**src/oids_regs.svh**
```systemverilog
`ifndef OIDS_REGS_SVH
`define OIDS_REGS_SVH
// ****************************************
// timing figures, core clock and field
// ****************************************
`define OIDS_CLK_NS       25
`define OIDS_DEB1_NS      25000
`define OIDS_DEB2_NS      750000
`define OIDS_DEB3_NS      3000000
`define OIDS_DEB_DIV      3
`define OIDS_SW1_NS       8000
`define OIDS_SW2_NS       250000
`define OIDS_SW3_NS       1000000
`define OIDS_STABLE_TICKS 2'h3
// ****************************************
// frame layout and crc
// ****************************************
`define OIDS_CH_N         8
`define OIDS_FRAME_W      16
`define OIDS_CRC_W        5
`define OIDS_CRC_POLY     5'h15
`define OIDS_STOP_BIT     1'b1
`define OIDS_W8_SEL       1'b1
// ****************************************
// synchronised pin vector bit positions
// ****************************************
`define OIDS_PIN_W        18
`define OIDS_P_CS         8
`define OIDS_P_SCLK       9
`define OIDS_P_SDI        10
`define OIDS_P_WSEL       11
`define OIDS_P_SEL_LO     12
`define OIDS_P_SEL_HI     13
`define OIDS_P_BELOW      14
`define OIDS_P_ABOVE      15
`define OIDS_P_ABSENT     16
`define OIDS_P_HOT        17
`endif

```
**src/oids_pkg.sv**
```systemverilog
package oids_pkg;
  // debounce select codes in binary order
  typedef enum logic [1:0] {
    OIDS_DEB_OFF,
    OIDS_DEB_SHORT,
    OIDS_DEB_MID,
    OIDS_DEB_LONG
  } oids_sel_type;
  // 16-bit frame as it leaves msb first
  typedef struct packed {
    logic [7:0] inputs;
    logic [4:0] crc;
    logic       uv;
    logic       ot;
    logic       stop;
  } oids_frame_type;
endpackage : oids_pkg

```
**src/oids_tb_if.sv**
```systemverilog
`timescale 1ns/10ps
interface oids_tb_if;
  import oids_pkg::*;
  oids_sel_type sel;
  logic         tick;
  logic         cur_full;
  modport core (output sel, input tick, input cur_full);
  modport tb (input sel, output tick, output cur_full);
endinterface : oids_tb_if

```
**src/oids_core.sv**
```systemverilog
`timescale 1ns/10ps
`include "oids_regs.svh"
module oids_core #(
  parameter int unsigned FILT1 = `OIDS_DEB1_NS / (`OIDS_DEB_DIV * `OIDS_CLK_NS),
  parameter int unsigned FILT2 = `OIDS_DEB2_NS / (`OIDS_DEB_DIV * `OIDS_CLK_NS),
  parameter int unsigned FILT3 = `OIDS_DEB3_NS / (`OIDS_DEB_DIV * `OIDS_CLK_NS),
  parameter int unsigned SWH1  = `OIDS_SW1_NS / (2 * `OIDS_CLK_NS),
  parameter int unsigned SWH2  = `OIDS_SW2_NS / (2 * `OIDS_CLK_NS),
  parameter int unsigned SWH3  = `OIDS_SW3_NS / (2 * `OIDS_CLK_NS)
) (
  input  wire logic       core_clk_in,                    // 40 mhz core clock
  input  wire logic       rst_in,                         // sync reset, high
  input  wire logic [7:0] field_inputs_in,                // comparator levels
  input  wire logic       debounce_sel_lsb_in,            // debounce code bit 0
  input  wire logic       debounce_sel_msb_in,            // debounce code bit 1
  input  wire logic       width_select_in,                // 1 = 8-bit frame
  input  wire logic       chip_select_n_in,               // spi select, low
  input  wire logic       serial_clk_in,                  // spi clock
  input  wire logic       serial_chain_input_in,          // cascade data in
  input  wire logic       supply_below_off_in,            // supply under off level
  input  wire logic       supply_above_on_in,             // supply over on level
  input  wire logic       field_supply_absent_in,         // field supply open
  input  wire logic       temp_above_alarm_in,            // junction too hot
  output logic            serial_data_output_out,         // spi data level
  output logic            serial_data_output_oe_out,      // spi data drive
  output logic            supply_alarm_indication_out,    // open-drain level
  output logic            supply_alarm_indication_oe_out, // open-drain pull
  output logic            current_full_out                // 1 = full limit
);
  import oids_pkg::*;

  // ****************************************
  // parameter checks
  // ****************************************
  // a zero count would stall the timebase for that code
  if (FILT1 < 1 || FILT2 < 1 || FILT3 < 1 || SWH2 < 1 || SWH3 < 1) begin : g_chk
    $error("oids_core: timebase counts must be at least one");
  end

  // ****************************************
  // state
  // ****************************************
  typedef struct packed {
    logic [`OIDS_PIN_W-1:0] s1;
    logic [`OIDS_PIN_W-1:0] s2;
    logic                   cs_d;
    logic                   sclk_d;
    logic [7:0]             filt;
    logic [7:0]             prev;
    logic [7:0][1:0]        cnt;
    logic                   uv;
    logic                   ot;
    logic                   sdi_bit;
    logic                   w8;
    logic [15:0]            sr;
    logic                   sdo_en;
    logic                   fault;
  } oids_core_type;

  oids_core_type          r;
  oids_core_type          n;
  oids_frame_type         frame;
  oids_sel_type           sel;
  logic [`OIDS_PIN_W-1:0] raw;
  logic [7:0]             f_in;
  logic                   cs_n;
  logic                   sclk;
  logic                   sdi;
  logic                   wsel;
  logic                   below;
  logic                   above;
  logic                   absent;
  logic                   hot;
  logic                   cs_fall;
  logic                   sclk_rise;
  logic                   sclk_fall;
  logic                   tick;
  logic                   cur_full;

  oids_tb_if tbi ();

  // ****************************************
  // timebase
  // ****************************************
  // filter tick and current switching share one timebase
  oids_timebase #(
    .CNT_W (16),
    .FILT1 (FILT1),
    .FILT2 (FILT2),
    .FILT3 (FILT3),
    .SWH1  (SWH1),
    .SWH2  (SWH2),
    .SWH3  (SWH3)
  ) u_timebase (
    .core_clk_in (core_clk_in),
    .rst_in      (rst_in),
    .tb          (tbi.tb)
  );

  // select code and timebase outputs
  assign tbi.sel  = sel;
  assign tick     = tbi.tick;
  assign cur_full = tbi.cur_full;

  // ****************************************
  // pin gathering and decode
  // ****************************************
  // every outside pin into one vector for the synchroniser
  assign raw = {temp_above_alarm_in,
                field_supply_absent_in,
                supply_above_on_in,
                supply_below_off_in,
                debounce_sel_msb_in,
                debounce_sel_lsb_in,
                width_select_in,
                serial_chain_input_in,
                serial_clk_in,
                chip_select_n_in,
                field_inputs_in};

  // decode from second synchroniser stage only
  assign f_in   = r.s2[7:0];
  assign cs_n   = r.s2[`OIDS_P_CS];
  assign sclk   = r.s2[`OIDS_P_SCLK];
  assign sdi    = r.s2[`OIDS_P_SDI];
  assign wsel   = r.s2[`OIDS_P_WSEL];
  assign sel    = oids_sel_type'(r.s2[`OIDS_P_SEL_HI:`OIDS_P_SEL_LO]);
  assign below  = r.s2[`OIDS_P_BELOW];
  assign above  = r.s2[`OIDS_P_ABOVE];
  assign absent = r.s2[`OIDS_P_ABSENT];
  assign hot    = r.s2[`OIDS_P_HOT];

  // edges of the sampled link signals
  assign cs_fall   = r.cs_d & ~cs_n;
  assign sclk_rise = ~r.sclk_d & sclk;
  assign sclk_fall = r.sclk_d & ~sclk;

  // ****************************************
  // crc
  // ****************************************
  // serial crc over the inputs, msb first, from zero
  function automatic logic [4:0] oids_crc(input logic [7:0] d);
    logic [4:0] c;
    logic       fb;
    c = '0;
    for (int i = 7; i >= 0; i--) begin
      fb = c[4] ^ d[i];
      c  = {c[3:0], 1'b0};
      if (fb) begin
        c = c ^ `OIDS_CRC_POLY;
      end
    end
    return c;
  endfunction

  // ****************************************
  // frame assembly
  // ****************************************
  // channel eight leads, stop bit closes the frame
  always_comb begin
    frame.inputs = r.filt;
    frame.crc    = oids_crc(frame.inputs);
    frame.uv     = r.uv;
    frame.ot     = r.ot;
    frame.stop   = `OIDS_STOP_BIT;
  end

  // ****************************************
  // next state
  // ****************************************
  always_comb begin
    n = r;

    // two-stage synchroniser for all pins
    n.s1     = raw;
    n.s2     = r.s1;
    n.cs_d   = cs_n;
    n.sclk_d = sclk;
    n.prev   = f_in;

    // glitch filter per channel
    for (int i = 0; i < `OIDS_CH_N; i++) begin
      if (sel == OIDS_DEB_OFF) begin
        n.filt[i] = f_in[i];
        n.cnt[i]  = 2'h0;
      end else if (f_in[i] == r.filt[i] || f_in[i] != r.prev[i]) begin
        n.cnt[i] = 2'h0;  // level moved or matches output, restart
      end else if (tick) begin
        if (r.cnt[i] == `OIDS_STABLE_TICKS - 2'h1) begin
          n.filt[i] = f_in[i];
          n.cnt[i]  = 2'h0;
        end else begin
          n.cnt[i] = r.cnt[i] + 2'h1;
        end
      end
    end

    // undervoltage with hysteresis, forced when supply absent
    if (absent || below) begin
      n.uv = 1'b1;
    end else if (above) begin
      n.uv = 1'b0;
    end

    // overtemperature follows the comparator
    n.ot = hot;

    // open-drain alarm on either condition
    n.fault = n.uv | n.ot;

    // spi data driven only while selected
    n.sdo_en = ~cs_n;

    // capture on select fall, shift while selected
    if (cs_fall) begin
      n.w8 = wsel;
      if (wsel == `OIDS_W8_SEL) begin
        n.sr = {frame.inputs, 8'h00};
      end else begin
        n.sr = frame;
      end
    end else if (!cs_n) begin
      if (sclk_rise) begin
        n.sdi_bit = sdi;  // chain input sampled on rising edge
      end
      if (sclk_fall) begin
        if (r.w8) begin
          n.sr[15:8] = {r.sr[14:8], r.sdi_bit};
        end else begin
          n.sr = {r.sr[14:0], r.sdi_bit};
        end
      end
    end
  end

  // ****************************************
  // state register
  // ****************************************
  // select pins start released so no false capture follows reset
  always_ff @(posedge core_clk_in) begin
    if (rst_in) begin
      r                  <= '0;
      r.s1[`OIDS_P_CS]   <= 1'b1;
      r.s2[`OIDS_P_CS]   <= 1'b1;
      r.cs_d             <= 1'b1;
    end else begin
      r <= n;
    end
  end

  // ****************************************
  // outputs
  // ****************************************
  // msb of the register is on the line from select onward
  assign serial_data_output_out         = r.sr[15];
  assign serial_data_output_oe_out      = r.sdo_en;
  // open-drain: level always low, enable pulls the line
  assign supply_alarm_indication_out    = 1'b0;
  assign supply_alarm_indication_oe_out = r.fault;
  // current limit level from the filter timebase
  assign current_full_out               = cur_full;

endmodule // oids_core

```
**src/oids_timebase.sv**
```systemverilog
`timescale 1ns/10ps
module oids_timebase #(
  parameter int unsigned CNT_W = 16,
  parameter int unsigned FILT1 = 333,
  parameter int unsigned FILT2 = 10000,
  parameter int unsigned FILT3 = 40000,
  parameter int unsigned SWH1  = 160,
  parameter int unsigned SWH2  = 5000,
  parameter int unsigned SWH3  = 20000
) (
  input  wire logic core_clk_in,  // core clock
  input  wire logic rst_in,       // sync reset
  oids_tb_if.tb     tb            // select in, tick out
);
  import oids_pkg::*;
  typedef struct packed {
    oids_sel_type     sel_d;
    logic [CNT_W-1:0] fcnt;
    logic             tick;
    logic [CNT_W-1:0] ccnt;
    logic             cur_full;
  } oids_tbs_type;
  oids_tbs_type     r;
  oids_tbs_type     n;
  logic [CNT_W-1:0] flim;
  logic [CNT_W-1:0] clim;
  // counts that cannot reach the terminal value are refused
  if (FILT3 >= (2 ** CNT_W) || SWH3 >= (2 ** CNT_W) || FILT1 < 1 || SWH1 < 1) begin : g_chk
    $error("oids_timebase: counts do not fit the counter");
  end
  // filter tick every third of debounce time, switching half period
  always_comb begin
    n = r;
    n.sel_d = tb.sel;
    n.tick = 1'b0;
    unique case (tb.sel)
      OIDS_DEB_OFF:   begin flim = '0; clim = '0; end
      OIDS_DEB_SHORT: begin flim = CNT_W'(FILT1 - 1); clim = CNT_W'(SWH1 - 1); end
      OIDS_DEB_MID:   begin flim = CNT_W'(FILT2 - 1); clim = CNT_W'(SWH2 - 1); end
      OIDS_DEB_LONG:  begin flim = CNT_W'(FILT3 - 1); clim = CNT_W'(SWH3 - 1); end
    endcase
    if (tb.sel == OIDS_DEB_OFF || tb.sel != r.sel_d) begin
      n.fcnt = '0;
      n.ccnt = '0;
      n.cur_full = 1'b1;
    end else begin
      if (r.fcnt >= flim) begin
        n.fcnt = '0;
        n.tick = 1'b1;
      end else begin
        n.fcnt = r.fcnt + 1'b1;
      end
      if (r.ccnt >= clim) begin
        n.ccnt = '0;
        n.cur_full = ~r.cur_full;
      end else begin
        n.ccnt = r.ccnt + 1'b1;
      end
    end
  end
  // state register
  always_ff @(posedge core_clk_in) begin
    if (rst_in) begin
      r <= '0;
      r.cur_full <= 1'b1;
    end else begin
      r <= n;
    end
  end
  assign tb.tick = r.tick;
  assign tb.cur_full = r.cur_full;
endmodule // oids_timebase

```
**config.mk**
```make
export PLATFORM = sky130hd
export DESIGN_NAME = oids_core
export DESIGN_NICKNAME = d
export VERILOG_FILES = /design/src/oids_pkg.sv /design/src/oids_tb_if.sv /design/src/oids_core.sv /design/src/oids_timebase.sv
export VERILOG_INCLUDE_DIRS = /design/src
export SDC_FILE = /design/constraint.sdc
export NUM_CORES = 1
export LEC_CHECK = 0
export ABC_CLOCK_PERIOD_IN_PS = 2600
export CAP_MARGIN = 20
export CORE_MARGIN = 2
export CORE_UTILIZATION = 35
export DETAILED_ROUTE_END_ITERATION = 12
export DONT_BUFFER_PORTS = 1
export SLEW_MARGIN = 0
export SYNTH_ARGS = -nofsm -noshare
export SYNTH_HDL_FRONTEND = slang
export SYNTH_HIERARCHICAL = 1
export SYNTH_SLANG_ARGS = --single-unit
```
**constraint.sdc**
```tcl
create_clock -name core_clk_in -period 2.6 [get_ports core_clk_in]
set_input_delay 0 -clock core_clk_in [delete_from_list [all_inputs] [get_ports core_clk_in]]
set_output_delay 0 -clock core_clk_in [all_outputs]
set_load 0.01 [all_outputs]
```
==> flow_metrics.py <==
metrics = {
    "clock_network": {
        "clock-root-buffer": "clkbuf_16",
        "clock-sinks": 128,
        "clock_latency_ps": 420,
        "post-cts-setup-buffer-count": 0,
        "cts_tree": "done",
        "path_clk_slew_ps": 60,
        "clockBufferDepth": 2,
        "numCtsBuffers": 17,
        "h-tree-depth": 4,
    },
    "synth": {
        "synthMostInstantiatedCell": "dfxtp_1",
        "synth_area_leaders": "dfxtp_1 45%, ha_1 6.5%, nor2_1 5.5%",
        "synth-async-reset-ratio_pct": 0,
        "synth_cell_types": 62,
        "yosysTopAreaCell": "dfxtp_1",
        "ys_seq_area_share_pct": 44.7,
        "ys.flop_type": "dfxtp_1",
        "syn_nets": 656,
        "synth_edf_count": 0,
        "syn_avg_cell_area_um2": 9.46,
        "synth_commonest_cells": "128 x dfxtp_1, 84 x nor2_1, 44 x nor2b_1",
        "yosysWarnings": 6,
        "netlist_instances": 606,
        "yosys_register_bits": 128,
        "synth_top_area_share_pct": 44.7,
        "synth_area_um2": 5730,
    },
    "flow_run": {
        "max-cap-violations": 0,
    },
    "global_routing": {
        "overflow": 0,
        "first_global_vias": 4201,
        "grtUsageTotal_pct": 13.5,
        "grt_max_degree": 76,
        "grt_pass1_wl_mm": 19.1,
        "antenna_found_initial": 0,
    },
    "routing": {
        "firstDrtPassIters": 4,
        "dr.max_layer_used": "met4",
        "route.met3.wl_um": 427,
        "post_drt_wl_per_cell_um": 13.2,
        "num_vias": 4222,
        "vias_per_cell": 4.89,
        "drtIter0Drc": 249,
        "drcViolationCount": 0,
        "dr_wl_met2_mm": 5.44,
        "ant_nets": 0,
        "route.layer.met1.wl_mm": 5.29,
        "wl_mm": 11.4,
    },
    "critical_path": {
        "reg2reg_depth": 11,
        "cp-end-kind": "flop",
        "slowest_delay_ps": 420,
        "worstSetupPathDepth": 11,
        "crit_path_max_fanout": 8,
        "cp_data_arrival_time_ps": 2850,
        "critPathSlowestCell": "or4_1",
        "crit_path_cell_trace": "inv_4, ha_4, inv_2, ha_4, nand3_2, or4_1, or4_1, a31oi_2, or3_4, clkbuf_16, nor2_1",
        "timing.critical_path.required_ps": 2910,
        "critPathBufInv": 3,
        "cp-start-kind": "flop",
        "crit_family": "simple AND/OR/NAND/NOR gates",
        "path_class": "flop to flop",
    },
    "die": {
        "initial_core_util_pct": 36.0,
        "fp.dieH_um": 132,
        "die_w_um": 132,
        "num_rows": 46,
        "dieArea_um2": 17400,
        "coreArea_um2": 15900,
        "ios": 25,
    },
    "power_and_ir_drop": {
        "pwr-share-seq_pct": 40.5,
        "p_sw_share_pct": 21.7,
        "pwr-share-clk_pct": 53.8,
        "peakVddDrop_mv": 0.467,
        "p_per_area_nw_per_um2": 732,
        "p_int_mw": 3.98,
        "p_comb_share_pct": 5.7,
        "p_leak_nw": 2.75,
        "switchingPower_mw": 1.10,
    },
    "placed_design": {
        "dpl.hpwl_mm": 7.54,
        "port_buffers": 0,
        "place.gp.congestion": 0.817,
        "preCtsSetupSlack_ps": 8.66,
    },
    "layout": {
        "drive_above_1_share_pct": 11.4,
        "diodes": 0,
        "fin_nets": 684,
        "syn_to_final_growth_pct": 21.2,
        "fill_cells": 1520,
    },
    "timing": {
        "slew_headroom_pct": 52.6,
        "fmax_mhz": 393,
        "setup_viol": 0,
        "worst_pin_slew_ps": 710,
        "hold-worst-slack_ps": 216,
        "finClkSkew_ps": 7.14,
        "setup_ws_ps": 58.3,
        "maxSlewViolCount": 0,
        "hold_violations": 0,
        "finalCritPeriodShare_pct": 97.8,
        "period_minus_slack_ps": 2540,
    },
    "status": {
        "outcome": "finished, final reports clean",
    },
    "worst_hold_path": {
        "min_path_cells": 2,
        "hp-class": "primary input to flop",
    },
}
## worst paths after layout
path | startpoint | to | slack (ps)
max | r[69] | u_timebase/r[9] | 60
min | chip_select_n_in | n[64] | 220
min reg2reg | n[64] | cs_n | 410
max reg2reg | r[69] | u_timebase/r[9] | 60
## registers in the layout, indices dropped and copies added, names as in the netlist, 8 cells and up
name          count
f_in              8
frame            10
n                19
r                47
u_timebase/r     34
## repair_timing
item,in CTS,in global routing
resized for setup,1,13
hold buffers,21,0
pin swaps,0,3
hold endpoints to repair,112,0
endpoints found under the setup margin,11,17
cloned,0,1
## cells by family after synthesis
family	after synthesis	synth area share (%)
flops	128	44.7
buf+inv	44	4.41
fa+ha+maj	30	6.55
simple gates	248	22.6
other cells	1	0.0654
xor+xnor	42	7.42
mux	9	1.57
compound gates	104	12.7
## power by group through the flow
stage	logic [mW]	clock network (mW)	registers, mW
final	0.290	2.74	2.06
after global routing	0.321	2.88	2.07
after CTS	0.281	2.81	2.06
after detailed placement	0.232	0	2.10
after global placement	0.225	0	2.10
after floorplan	0.208	0	2.08
## per-stage QoR
step                setup TNS [ps]  cells  power [mW]  utilization, %  area (um2)
global placement                 0    809        2.32            37.3        5950
detailed placement               0    809        2.33            37.3        5950
CTS                              0    862        5.15            43.1        6870
global route                  -460    863        5.27            43.6        6950
floorplan                        0    606        2.29               -        5740
finish                           0    863        5.09            43.6        6950
## cell type report
class	instances	area, um2	area share [%]
inverters	16	65.1	0.936
multi-input cells	434	2970	42.8
clock inverters	15	256	3.69
clock buffers	17	425	6.12
flip-flops and latches	128	2570	36.9
repair buffers	37	390	5.62
well taps	216	270	3.89
## metal layers
layer | up-vias | track usage (%)
li1 | 2163 | -
met1 | 1966 | 15.7
met2 | 77 | 22.9
met3 | 16 | 3.81
met4 | 0 | 6.58
met5 | - | 0
## cells in the final DEF, fill, tap and decap left out, types with 8 or more instances in the layout
master and count:
a21oi_1 29, clkbuf_16 18, ha_1 27, dfxtp_1 126
and3b_1 8, nor3b_1 10, mux2i_1 9, nor2_1 83
nor2b_1 44, a222oi_1 8, a211oi_1 10, nor3_1 13
o21ai_0 16, xnor2_1 13, xor2_1 24, and3_1 9
o21bai_1 10, dlygate4sd3_1 20, nand3_1 14, nand2_1 30
inv_1 12, buf_4 13
(Power assumes the default switching activity.)
